[src/core/msg_vec_pkg.sv]
// Package for interprocessor message and vector interrupt block
package msg_vec_pkg;
  localparam int          NUM_MSG        = 8;
  localparam int          ADDR_W         = 24;
  localparam int          REG_W          = 32;
  localparam int          SEL_W          = 4;
  // Register selects on the io_processor register port
  localparam logic [3:0]  SEL_MSG_BASE   = 4'h0;
  localparam logic [3:0]  SEL_VECTOR     = 4'h8;
  localparam logic [3:0]  SEL_STATUS     = 4'h9;
  // Field positions in system_status_word
  localparam int          DWP_BIT        = 12;
  localparam int          VIP_BIT        = 13;
  localparam logic [31:0] DWP_MASK       = 32'h0000_1000;
  // Entry address of the vector interrupt in the vector table (plain default)
  localparam logic [31:0] VECTOR_RESET   = 32'h0002_0040;
  // Latency: six cycles, five of them no-operation
  localparam int          CLK_NS         = 100;
  localparam int          LATENCY_CYC    = 6;
  localparam int          NOP_CYC        = 5;
  localparam logic [2:0]  NOP_LAST       = 3'(NOP_CYC - 1);
  // Longest direct write delay, in cycles
  localparam int          DW_MAX_CYC     = 12;
  localparam logic [3:0]  DW_LIMIT       = 4'(DW_MAX_CYC - 1);

  typedef enum logic [1:0] {ST_IDLE, ST_PENDING, ST_NOP, ST_SERVICE} vec_state_t;

  typedef struct packed {
    logic                   wr;
    logic                   rd;
    logic                   from_core;
    logic [SEL_W-1:0]       sel;
    logic [REG_W-1:0]       wdata;
  } reg_req_t;

  typedef struct packed {
    logic                   push_status;
    logic                   pop_status;
    logic                   branch;
    logic [ADDR_W-1:0]      target;
  } seq_ctl_t;
endpackage

[src/core/interproc_message_vector_irq.sv]
// Interprocessor message registers, vector interrupt and direct write pending logic
`timescale 1ns/100ps
module interproc_message_vector_irq (
  input  wire logic                    clk_in,
  input  wire logic                    nrst_in,
  input  wire msg_vec_pkg::reg_req_t   req_in,
  input  wire logic                    dw_start_in,
  input  wire logic                    dw_grant_in,
  input  wire logic                    ret_from_irq_in,
  input  wire logic                    bus_lock_bit_in,
  input  wire logic                    bus_master_condition_in,
  input  wire logic                    sem_read_in,
  output logic [31:0]                  rdata_out,
  output logic                         rvalid_out,
  output logic                         irq_out,
  output msg_vec_pkg::seq_ctl_t        seq_out,
  output logic                         vector_pending_flag_out,
  output logic                         direct_write_pending_flag_out,
  output logic                         sem_read_go_out
);
  import msg_vec_pkg::*;

  ////////////////////////////////////////////////////////////////////////////
  logic [REG_W-1:0] message_registers [NUM_MSG];
  logic [REG_W-1:0] next_message_registers [NUM_MSG];
  logic [REG_W-1:0] vector_interrupt_address;
  logic [REG_W-1:0] next_vector_interrupt_address;
  vec_state_t       state;
  vec_state_t       next_state;
  logic [2:0]       nop_cnt;
  logic [2:0]       next_nop_cnt;
  logic             vip;
  logic             next_vip;
  logic             dwp;
  logic             next_dwp;
  logic [3:0]       dw_cnt;
  logic [3:0]       next_dw_cnt;
  logic [31:0]      next_rdata;
  logic             next_rvalid;
  logic             next_irq;
  seq_ctl_t         next_seq;
  logic             next_sem_go;
  logic             vec_wr;
  logic [31:0]      status_word;

  // Core writes never retrigger; only external masters may
  assign vec_wr = req_in.wr && !req_in.from_core && req_in.sel == SEL_VECTOR;
  always_comb begin
    status_word = '0;
    status_word[DWP_BIT] = dwp;
    status_word[VIP_BIT] = vip;
  end

  ////////////////////////////////////////////////////////////////////////////
  // Message registers and read port
  always_comb begin
    for (int i = 0; i < NUM_MSG; i++) begin
      next_message_registers[i] = message_registers[i];
      if (req_in.wr && req_in.sel == SEL_MSG_BASE + 4'(i)) begin
        next_message_registers[i] = req_in.wdata;
      end
    end
    next_rvalid = req_in.rd;
    next_rdata  = '0;
    if (req_in.rd) begin
      if (req_in.sel < SEL_VECTOR) begin
        next_rdata = message_registers[req_in.sel[2:0]];
      end else if (req_in.sel == SEL_VECTOR) begin
        next_rdata = vector_interrupt_address;
      end else if (req_in.sel == SEL_STATUS) begin
        next_rdata = status_word;
      end
    end
  end

  ////////////////////////////////////////////////////////////////////////////
  // Vector interrupt sequencing
  always_comb begin
    next_state = state;
    next_vector_interrupt_address = vector_interrupt_address;
    next_vip = vip;
    next_nop_cnt = nop_cnt;
    next_irq = 1'b0;
    next_seq = '0;
    next_seq.target = vector_interrupt_address[ADDR_W-1:0];
    // Routine itself may write the token back from the core side
    if (req_in.wr && req_in.from_core && req_in.sel == SEL_VECTOR
        && state == ST_SERVICE) begin
      next_vector_interrupt_address = req_in.wdata;
    end
    case (state)
      ST_IDLE: begin
        if (vec_wr) begin
          next_vector_interrupt_address = req_in.wdata;
          next_vip   = 1'b1;
          next_irq   = 1'b1;
          next_state = ST_PENDING;
        end
      end
      ST_PENDING: begin
        next_irq = 1'b1;
        next_seq.push_status = 1'b1;
        next_nop_cnt = '0;
        next_state = ST_NOP;
        if (vec_wr) begin
          next_vector_interrupt_address = req_in.wdata;
          next_seq.target = req_in.wdata[ADDR_W-1:0];
        end
      end
      ST_NOP: begin
        // Address frozen once the push is issued
        if (nop_cnt == NOP_LAST) begin
          next_seq.branch = 1'b1;
          next_state = ST_SERVICE;
        end else begin
          next_nop_cnt = nop_cnt + 3'h1;
        end
      end
      ST_SERVICE: begin
        // New vectors are dropped here
        if (ret_from_irq_in) begin
          next_seq.pop_status = 1'b1;
          next_vip   = 1'b0;
          next_state = ST_IDLE;
        end
      end
      default: next_state = ST_IDLE;
    endcase
  end

  ////////////////////////////////////////////////////////////////////////////
  // Direct write pending; register writes are not ordered behind it
  always_comb begin
    next_dwp = dwp;
    next_dw_cnt = dw_cnt;
    if (dwp) begin
      if (dw_grant_in || dw_cnt == DW_LIMIT) begin
        next_dwp = 1'b0;
      end else begin
        next_dw_cnt = dw_cnt + 4'h1;
      end
    end
    if (dw_start_in) begin
      next_dwp = 1'b1;
      next_dw_cnt = '0;
    end
    next_sem_go = sem_read_in && (!bus_lock_bit_in || bus_master_condition_in);
  end

  ////////////////////////////////////////////////////////////////////////////
  always_ff @(posedge clk_in) begin
    if (!nrst_in) begin
      for (int i = 0; i < NUM_MSG; i++) begin
        message_registers[i] <= '0;
      end
      vector_interrupt_address <= VECTOR_RESET;
      state <= ST_IDLE;
      nop_cnt <= '0;
      vip <= 1'b0;
      dwp <= 1'b0;
      dw_cnt <= '0;
      rdata_out <= '0;
      rvalid_out <= 1'b0;
      irq_out <= 1'b0;
      seq_out <= '0;
      vector_pending_flag_out <= 1'b0;
      direct_write_pending_flag_out <= 1'b0;
      sem_read_go_out <= 1'b0;
    end else begin
      message_registers <= next_message_registers;
      vector_interrupt_address <= next_vector_interrupt_address;
      state <= next_state;
      nop_cnt <= next_nop_cnt;
      vip <= next_vip;
      dwp <= next_dwp;
      dw_cnt <= next_dw_cnt;
      rdata_out <= next_rdata;
      rvalid_out <= next_rvalid;
      irq_out <= next_irq;
      seq_out <= next_seq;
      vector_pending_flag_out <= next_vip;
      direct_write_pending_flag_out <= next_dwp;
      sem_read_go_out <= next_sem_go;
    end
  end

  ////////////////////////////////////////////////////////////////////////////
  a_vec_irq_raise: assert property (@(posedge clk_in) disable iff (!nrst_in)
    (state == ST_IDLE && vec_wr) |=> irq_out && vip)
    else $error("vector write did not raise interrupt");
  a_vec_latency: assert property (@(posedge clk_in) disable iff (!nrst_in)
    $rose(seq_out.push_status) |-> ##(NOP_CYC) seq_out.branch)
    else $error("branch not five cycles after push");
  a_vec_no_early: assert property (@(posedge clk_in) disable iff (!nrst_in)
    $rose(seq_out.push_status) |=> !seq_out.branch [*4])
    else $error("branch too early");
  a_vec_ignore_core: assert property (@(posedge clk_in) disable iff (!nrst_in)
    (state == ST_IDLE && req_in.wr && req_in.from_core) |=> state == ST_IDLE)
    else $error("core write triggered vector");
  a_vec_service_ign: assert property (@(posedge clk_in) disable iff (!nrst_in)
    (state == ST_SERVICE && vec_wr && !ret_from_irq_in) |=> state == ST_SERVICE
      && $stable(vector_interrupt_address))
    else $error("write during service not ignored");
  a_vec_pop_clear: assert property (@(posedge clk_in) disable iff (!nrst_in)
    (state == ST_SERVICE && ret_from_irq_in) |=> seq_out.pop_status && !vip)
    else $error("return did not pop and clear");
  a_vec_replace: assert property (@(posedge clk_in) disable iff (!nrst_in)
    (state == ST_PENDING && vec_wr) |=> vector_interrupt_address == $past(req_in.wdata))
    else $error("pending vector not replaced");
  a_dwp_bound: assert property (@(posedge clk_in) disable iff (!nrst_in)
    ($rose(dwp) && !dw_start_in) |-> ##[1:12] (!dwp || dw_start_in))
    else $error("direct write pending too long");
  // Checked on the read path, so a wrong mux leg is caught too
  a_dwp_status_bit: assert property (@(posedge clk_in) disable iff (!nrst_in)
    (req_in.rd && req_in.sel == SEL_STATUS) |=> ((rdata_out & DWP_MASK) != '0) == $past(dwp))
    else $error("status bit misplaced");
  a_sem_hold: assert property (@(posedge clk_in) disable iff (!nrst_in)
    (sem_read_in && bus_lock_bit_in && !bus_master_condition_in) |=> !sem_read_go_out)
    else $error("semaphore read not held off");
  a_msg_hold: assert property (@(posedge clk_in) disable iff (!nrst_in)
    !(req_in.wr && req_in.sel == SEL_MSG_BASE) |=> $stable(message_registers[0]))
    else $error("message register changed");
endmodule

[config.mk]
export PLATFORM = sky130hd
export DESIGN_NAME = interproc_message_vector_irq
export DESIGN_NICKNAME = d
export VERILOG_FILES = /design/src/core/msg_vec_pkg.sv /design/src/core/interproc_message_vector_irq.sv
export SDC_FILE = /design/constraint.sdc
export NUM_CORES = 1
export LEC_CHECK = 0
export BUFFER_PORTS_ARGS = -buffer_cell sky130_fd_sc_hd__buf_2
export CORE_MARGIN = 1
export CORE_UTILIZATION = 65
export DETAILED_ROUTE_END_ITERATION = 8
export PLACE_DENSITY = 0.85
export SYNTH_ARGS = -nofsm -noshare
export SYNTH_HDL_FRONTEND = slang
export SYNTH_SLANG_ARGS = --single-unit
[constraint.sdc]
create_clock -name clk_in -period 4.36 [get_ports clk_in]
set_input_delay 0 -clock clk_in [delete_from_list [all_inputs] [get_ports clk_in]]
set_output_delay 0 -clock clk_in [all_outputs]
set_load 0.005 [all_outputs]
Word level (Yosys, flattened, before mapping). Cells that the tools add are included.

Bits in registers: 361. Input bits: 47. Output and inout port bits: 64. Word-level logic and storage cells: 106.

Add/subtract/negate cells: 2. $lt $le $gt $ge: 2. Equality and inequality tests: 18. Mux-type cells: 28. Bitwise operators: 3. Reduce and logical (&&, ||, !) cells: 31.

Operators by type and width (number): 32-bit 2-to-1 mux (7); 32-bit binary-select mux with 3-bit select (1); 24-bit 2-to-1 mux (2); 4-bit by 3-bit equality test with 1-bit output, second input constant (4); 1-bit logical AND (14); 14-bit 2-to-1 mux (1); 4-bit equality test, second input constant (3); 2-bit AND reduction (5); 1-bit 2-to-1 mux (9); 4-bit by 2-bit equality test with 1-bit output, second input constant (2); 2-bit inequality test, second input constant (4); 2-bit case mux with 4 select lines (1); 2-bit 2-to-1 mux (3); 3-bit case mux with 2 select lines (1); 3-bit AND reduction (2); 4-bit by 1-bit adder with 4-bit output, second input constant (1); 2-bit equality test, second input constant (2); 4-bit by 1-bit equality test with 1-bit output, second input constant (1); 4-bit >= comparator, second input constant (1); 4-bit zero test (1); 4-bit less-than comparator, second input constant (1); 3-bit inverter with 4-bit output (1); 1-bit case mux with 2 select lines (2); 2-bit nonzero test (2); 9 further kinds (13).

Depth between registers and ports, before layout.
Depth after elaboration: 6. Depth in mapped cells: 8. Gate-level depth less buffers: 6.

Worst setup path after synthesis. Ideal clock, no wire load.

Path type: reg-to-reg. From: reg state[0]. To: reg vector_interrupt_address[10]. Setup time: 76 ps. Data arrival time: 1713 ps. Data required time: 4284 ps. Setup slack: 2571 ps. Cell stages (with the launch flop): 8. Path buffers: 1. Clock period less this slack: 1789 ps. Cells stage by stage: dfxtp_1 -> inv_1 -> ha_1 -> or3_1 -> o2111ai_1 -> clkbuf_1 -> nand2_1 -> a21boi_0.

Word-level cells in the longest chain between the ends: 5. Elaborated cells on any way between the ends: 8. Those cells by class: eq/ne (2); mux (3); reduce/logical (3).

RTL lines: start, declared (RTL line interproc_message_vector_irq.sv:28) `vec_state_t state;`; start signal, assigned (RTL line interproc_message_vector_irq.sv:172) `state <= next_state;`; 2-bit equality test (RTL line interproc_message_vector_irq.sv:88) `&& state == ST_SERVICE) begin`; 1-bit logical AND (RTL line interproc_message_vector_irq.sv:88); 32-bit 2-to-1 mux (RTL line interproc_message_vector_irq.sv:87) `if (req_in.wr && req_in.from_core && req_in.sel == SEL_VECTOR`; 32-bit 2-to-1 mux (RTL line interproc_message_vector_irq.sv:93, interproc_message_vector_irq.sv:105); 32-bit 2-to-1 mux (*); end signal, assigned (RTL line interproc_message_vector_irq.sv:171) `vector_interrupt_address <= next_vector_interrupt_address;`; end, declared (RTL line interproc_message_vector_irq.sv:26) `logic [REG_W-1:0] vector_interrupt_address;`.

Mark *: on every way between the ends. The rest lies on a longest branch, timed or not. A chain may end at the register's enable or synchronous reset.

Worst setup path after layout.
From: in req_in[32] (netlist name). To: reg message_registers[62] (netlist name).

Word-level cells in the longest chain between the ends: 2.

RTL lines: start, declared (RTL line interproc_message_vector_irq.sv:6) `input wire msg_vec_pkg::reg_req_t req_in,`; 4-bit by 3-bit equality test with 1-bit output (RTL line interproc_message_vector_irq.sv:59) `if (req_in.wr && req_in.sel == SEL_MSG_BASE + 4'(i)) begin`; 1-bit logical AND (RTL line interproc_message_vector_irq.sv:59); end signal, assigned (RTL line interproc_message_vector_irq.sv:170) `message_registers <= next_message_registers;`; end, declared (RTL line interproc_message_vector_irq.sv:24) `logic [REG_W-1:0] message_registers [NUM_MSG];`.

Every way passes these cells.

==> impl_metrics.py <==
metrics = {
    "min_path": {
        "worst_hold_path.num_cells": 4,
        "timing.hold.worst.class": "in2reg",
    },
    "critical_path": {
        "kind_of_start_point_of_the_critical_path": "primary input",
        "worstPathCellList": "buf_2, buf_4, or2_1, buf_4, nor3_4, buf_4, nand2_1, a21boi_1, dlygate4sd3_1",
        "critical_path.most_common_cell": "buf_4",
        "worst-endpoint-required_ns": 4.82,
        "timing.critical_path.fanout_max": 36,
        "timing.critical_path.to_type": "register",
        "worstSetupPathType": "in2reg",
        "reg2reg_slack_ns": 2.18,
        "cp_data_arrival_time_ns": 2.83,
        "critical-path-max-stage-delay_ns": 0.61,
        "slowest_stage": "nor3_4",
        "timing.reg2reg.worst_path_depth": 5,
    },
    "yosys": {
        "synthesized_nets": 1847,
        "synth_top_cells_by_count": "nand2_1, dfxtp_1, a21boi_0, clkbuf_1, a21boi_1",
        "synthArstFlopShare_pct": 0,
        "netlist.area_leader.share_pct": 46.6,
        "syn_avg_cell_area_um2": 8.66,
        "synth_warnings": 0,
        "synth_sequential_area_ratio_pct": 46.6,
        "synth_enable_flop_cells": 0,
        "synth_area_leader_cell": "dfxtp_1",
        "synthTopCellsByArea": "dfxtp_1, nand2_1, a21boi_0",
        "synth.ff_latch_count": 361,
        "unique_cell_type_count_in_the_yosys_netlist": 43,
        "synth.most_common_cell": "nand2_1",
        "syn-cell-area_mm2": 0.0155,
        "dominant_synthesized_flop_cell": "dfxtp_1",
        "synth_cells": 1792,
    },
    "clock_network": {
        "cts_inserted_buffers": 37,
        "tritoncts": "done",
        "clock_latency_on_the_worst_skew_pair_ns": 0.52,
        "cts_root_cell": "clkbuf_16",
        "clkSinkCount": 361,
        "path_clk_slew_ns": 0.06,
        "cts_buffer_depth": 3,
        "htreeDepth": 2,
    },
    "power": {
        "p_leak_nw": 6.33,
        "netSwitchingFraction_pct": 23.4,
        "power.share.sequential_pct": 49.1,
        "clockPowerShare_pct": 43.2,
        "power.switching_mw": 1.61,
        "combPwrFrac_pct": 7.7,
        "cell_internal_pwr_mw": 5.28,
        "pwr_density_cell_mw_per_mm2": 393,
        "peakVddDrop_mv": 0.270,
    },
    "cells_and_area": {
        "layout.filler_cells": 1667,
        "antenna-diode-count": 0,
        "synthToLayoutAreaGrowth_pct": 13.2,
        "finish.net_count": 1898,
        "multi_input_comb_area_mm2": 0.00756,
        "area.sequential_mm2": 0.00723,
        "drive_above_1_share_pct": 14.4,
        "layoutNonFillerInstCount": 2183,
    },
    "timing": {
        "slew_headroom_pct": 23.8,
        "worst_clock_skew_ns": 0.0153,
        "fmaxAchievable_mhz": 422,
        "timing.final.max_slew_violations": 0,
        "grt_setup_unrepaired": "false",
        "setup_viol_count_final": 0,
        "finalHoldViolations": 0,
        "timing.final.crit_period_ns": 2.37,
        "layout_worst_path_cycle_share_pct": 54.3,
        "worst_slack_ns": 1.99,
        "worst_hold_slack_ns": 0.106,
        "tightest_slew_ns": 1.14,
        "setup_tns_ns": 0,
    },
    "detailed_routing": {
        "detail-route-antenna-nets": 0,
        "wl_per_cell_um": 19.6,
        "drt_drc_violations_left": 0,
        "routed-wl-met3_um": 3590,
        "met1_length_um": 16400,
        "route.vias.total": 13267,
        "top_layer_used": "met4",
        "drt_pre_antenna_iters": 6,
        "vias_per_cell": 6.08,
        "wl_um": 42700,
        "routed-wl-met2_um": 20800,
        "drt-initial-drc-count": 1182,
    },
    "grt": {
        "gr-total-overflow": 0,
        "wire_length_of_the_first_global_routing_pass_um": 67700,
        "antenna_found_initial": 0,
        "grt_max_degree": 131,
        "track_usage_pct": 35.4,
        "first_global_vias": 13108,
    },
    "floorplan": {
        "dieWidth_um": 156,
        "num_rows": 56,
        "core_mm2": 0.0234,
        "initial_utilization_pct": 66.3,
        "die_height_um": 156,
        "die_area_mm2": 0.0245,
        "ioPinCount": 111,
    },
    "job": {
        "cap_viol_max_count": 0,
    },
    "placed_design": {
        "routabilityCongestion": 0.822,
        "post-place-cells": 2081,
        "post-place-ws_ns": 1.93,
        "hpwl_um": 25200,
        "placement.io_buffers": 110,
    },
    "outcome": {
        "result_of_the_run": "completed",
    },
}
==> state kept, by name (all words and copies together), names as in the netlist <==
register                  cells
dw_cnt                        4
state                         2
vector_interrupt_address     32
message_registers           256
dwp                           1
irq_out                       1
vip                           1
rvalid_out                    1
nop_cnt                       3
seq_out                      27
sem_read_go_out               1
rdata_out                    32
==> routing by layer <==
| metal | GRT usage (%) | up-vias |
|---|---|---|
| li1 | - | 6105 |
| met1 | 43.4 | 6299 |
| met5 | 0 | - |
| met3 | 5.79 | 158 |
| met2 | 59.8 | 705 |
| met4 | 19.4 | 0 |
==> stage by stage <==
stage / total power, mW / instance area [um^2] / util [%]
after floorplan: 3.79 / 15500 / -
after global placement: 3.93 / 16000 / 68.5
after detailed placement: 3.94 / 16000 / 68.5
after CTS: 6.89 / 17600 / 75.0
after global routing: 7.08 / 17600 / 75.0
final: 6.89 / 17600 / 75.0
==> path summary, 6_finish.rpt <==
check                                 to              startpoint
hold / removal             rdata_out[12]              req_in[32]
hold reg to reg   message_registers[212]  message_registers[212]
setup reg to reg             seq_out[12]                state[1]
setup / recovery   message_registers[62]              req_in[32]
==> timing repair <==
action,4_1_cts,5_1_grt
resized for setup,0,0
hold buffers,42,0
hold endpoints to repair,322,0
setup buffers,0,0
==> power groups by stage <==
stage | clock [mW] | sequential, mW | combinational [mW]
after floorplan | 0 | 3.45 | 0.338
after global placement | 0 | 3.46 | 0.473
after detailed placement | 0 | 3.46 | 0.483
after CTS | 2.99 | 3.38 | 0.515
after global routing | 3.12 | 3.39 | 0.569
final | 2.98 | 3.39 | 0.528
==> kinds of logic (layout without fill, tap and decap cells) <==
kind of cell	after synthesis	after routing	share of synthesized area, %
and+or+nand+nor	725	725	18.9
AOI/OAI and AO/OA	416	416	19.4
xor gates and xnor gates	3	3	0.169
muxes	98	98	9.31
adders and majority gates	8	8	0.645
DFF	361	361	46.6
buffers and inverters	181	253	5.05
==> critical path: cells and delay by family <==
family / cells / cell delay [ns]
buf+inv: 5 / 1.67
compound gates: 1 / 0.12
simple gates: 3 / 1.01
==> area by class of cell <==
class / instances / area share [%]
multi-input cells: 1250 / 43.1
flip-flops and latches: 361 / 41.2
repair buffers: 184 / 6.97
clock buffers: 57 / 6.27
well taps: 319 / 2.27
inverters: 9 / 0.192
clock inverters: 3 / 0.0855
==> cells in the final DEF, fill, tap and decap left out, types with 4 or more instances in the layout <==
master / n
clkbuf_8: 10
buf_2: 108
nor3_1: 32
a221oi_1: 30
or3_1: 5
inv_1: 8
nand2b_1: 5
mux4_2: 34
a21boi_1: 110
clkbuf_16: 37
o21ai_0: 33
nand3_1: 13
nor2b_1: 4
mux2_2: 30
dlygate4sd3_1: 42
nor2_1: 8
a21oi_1: 34
mux2i_1: 34
nor3_4: 8
dfxtp_1: 361
a21boi_0: 201
clkbuf_1: 10
nand2_1: 634
buf_4: 32
ha_1: 8
No activity file was read; power rests on OpenSTA's default activity.
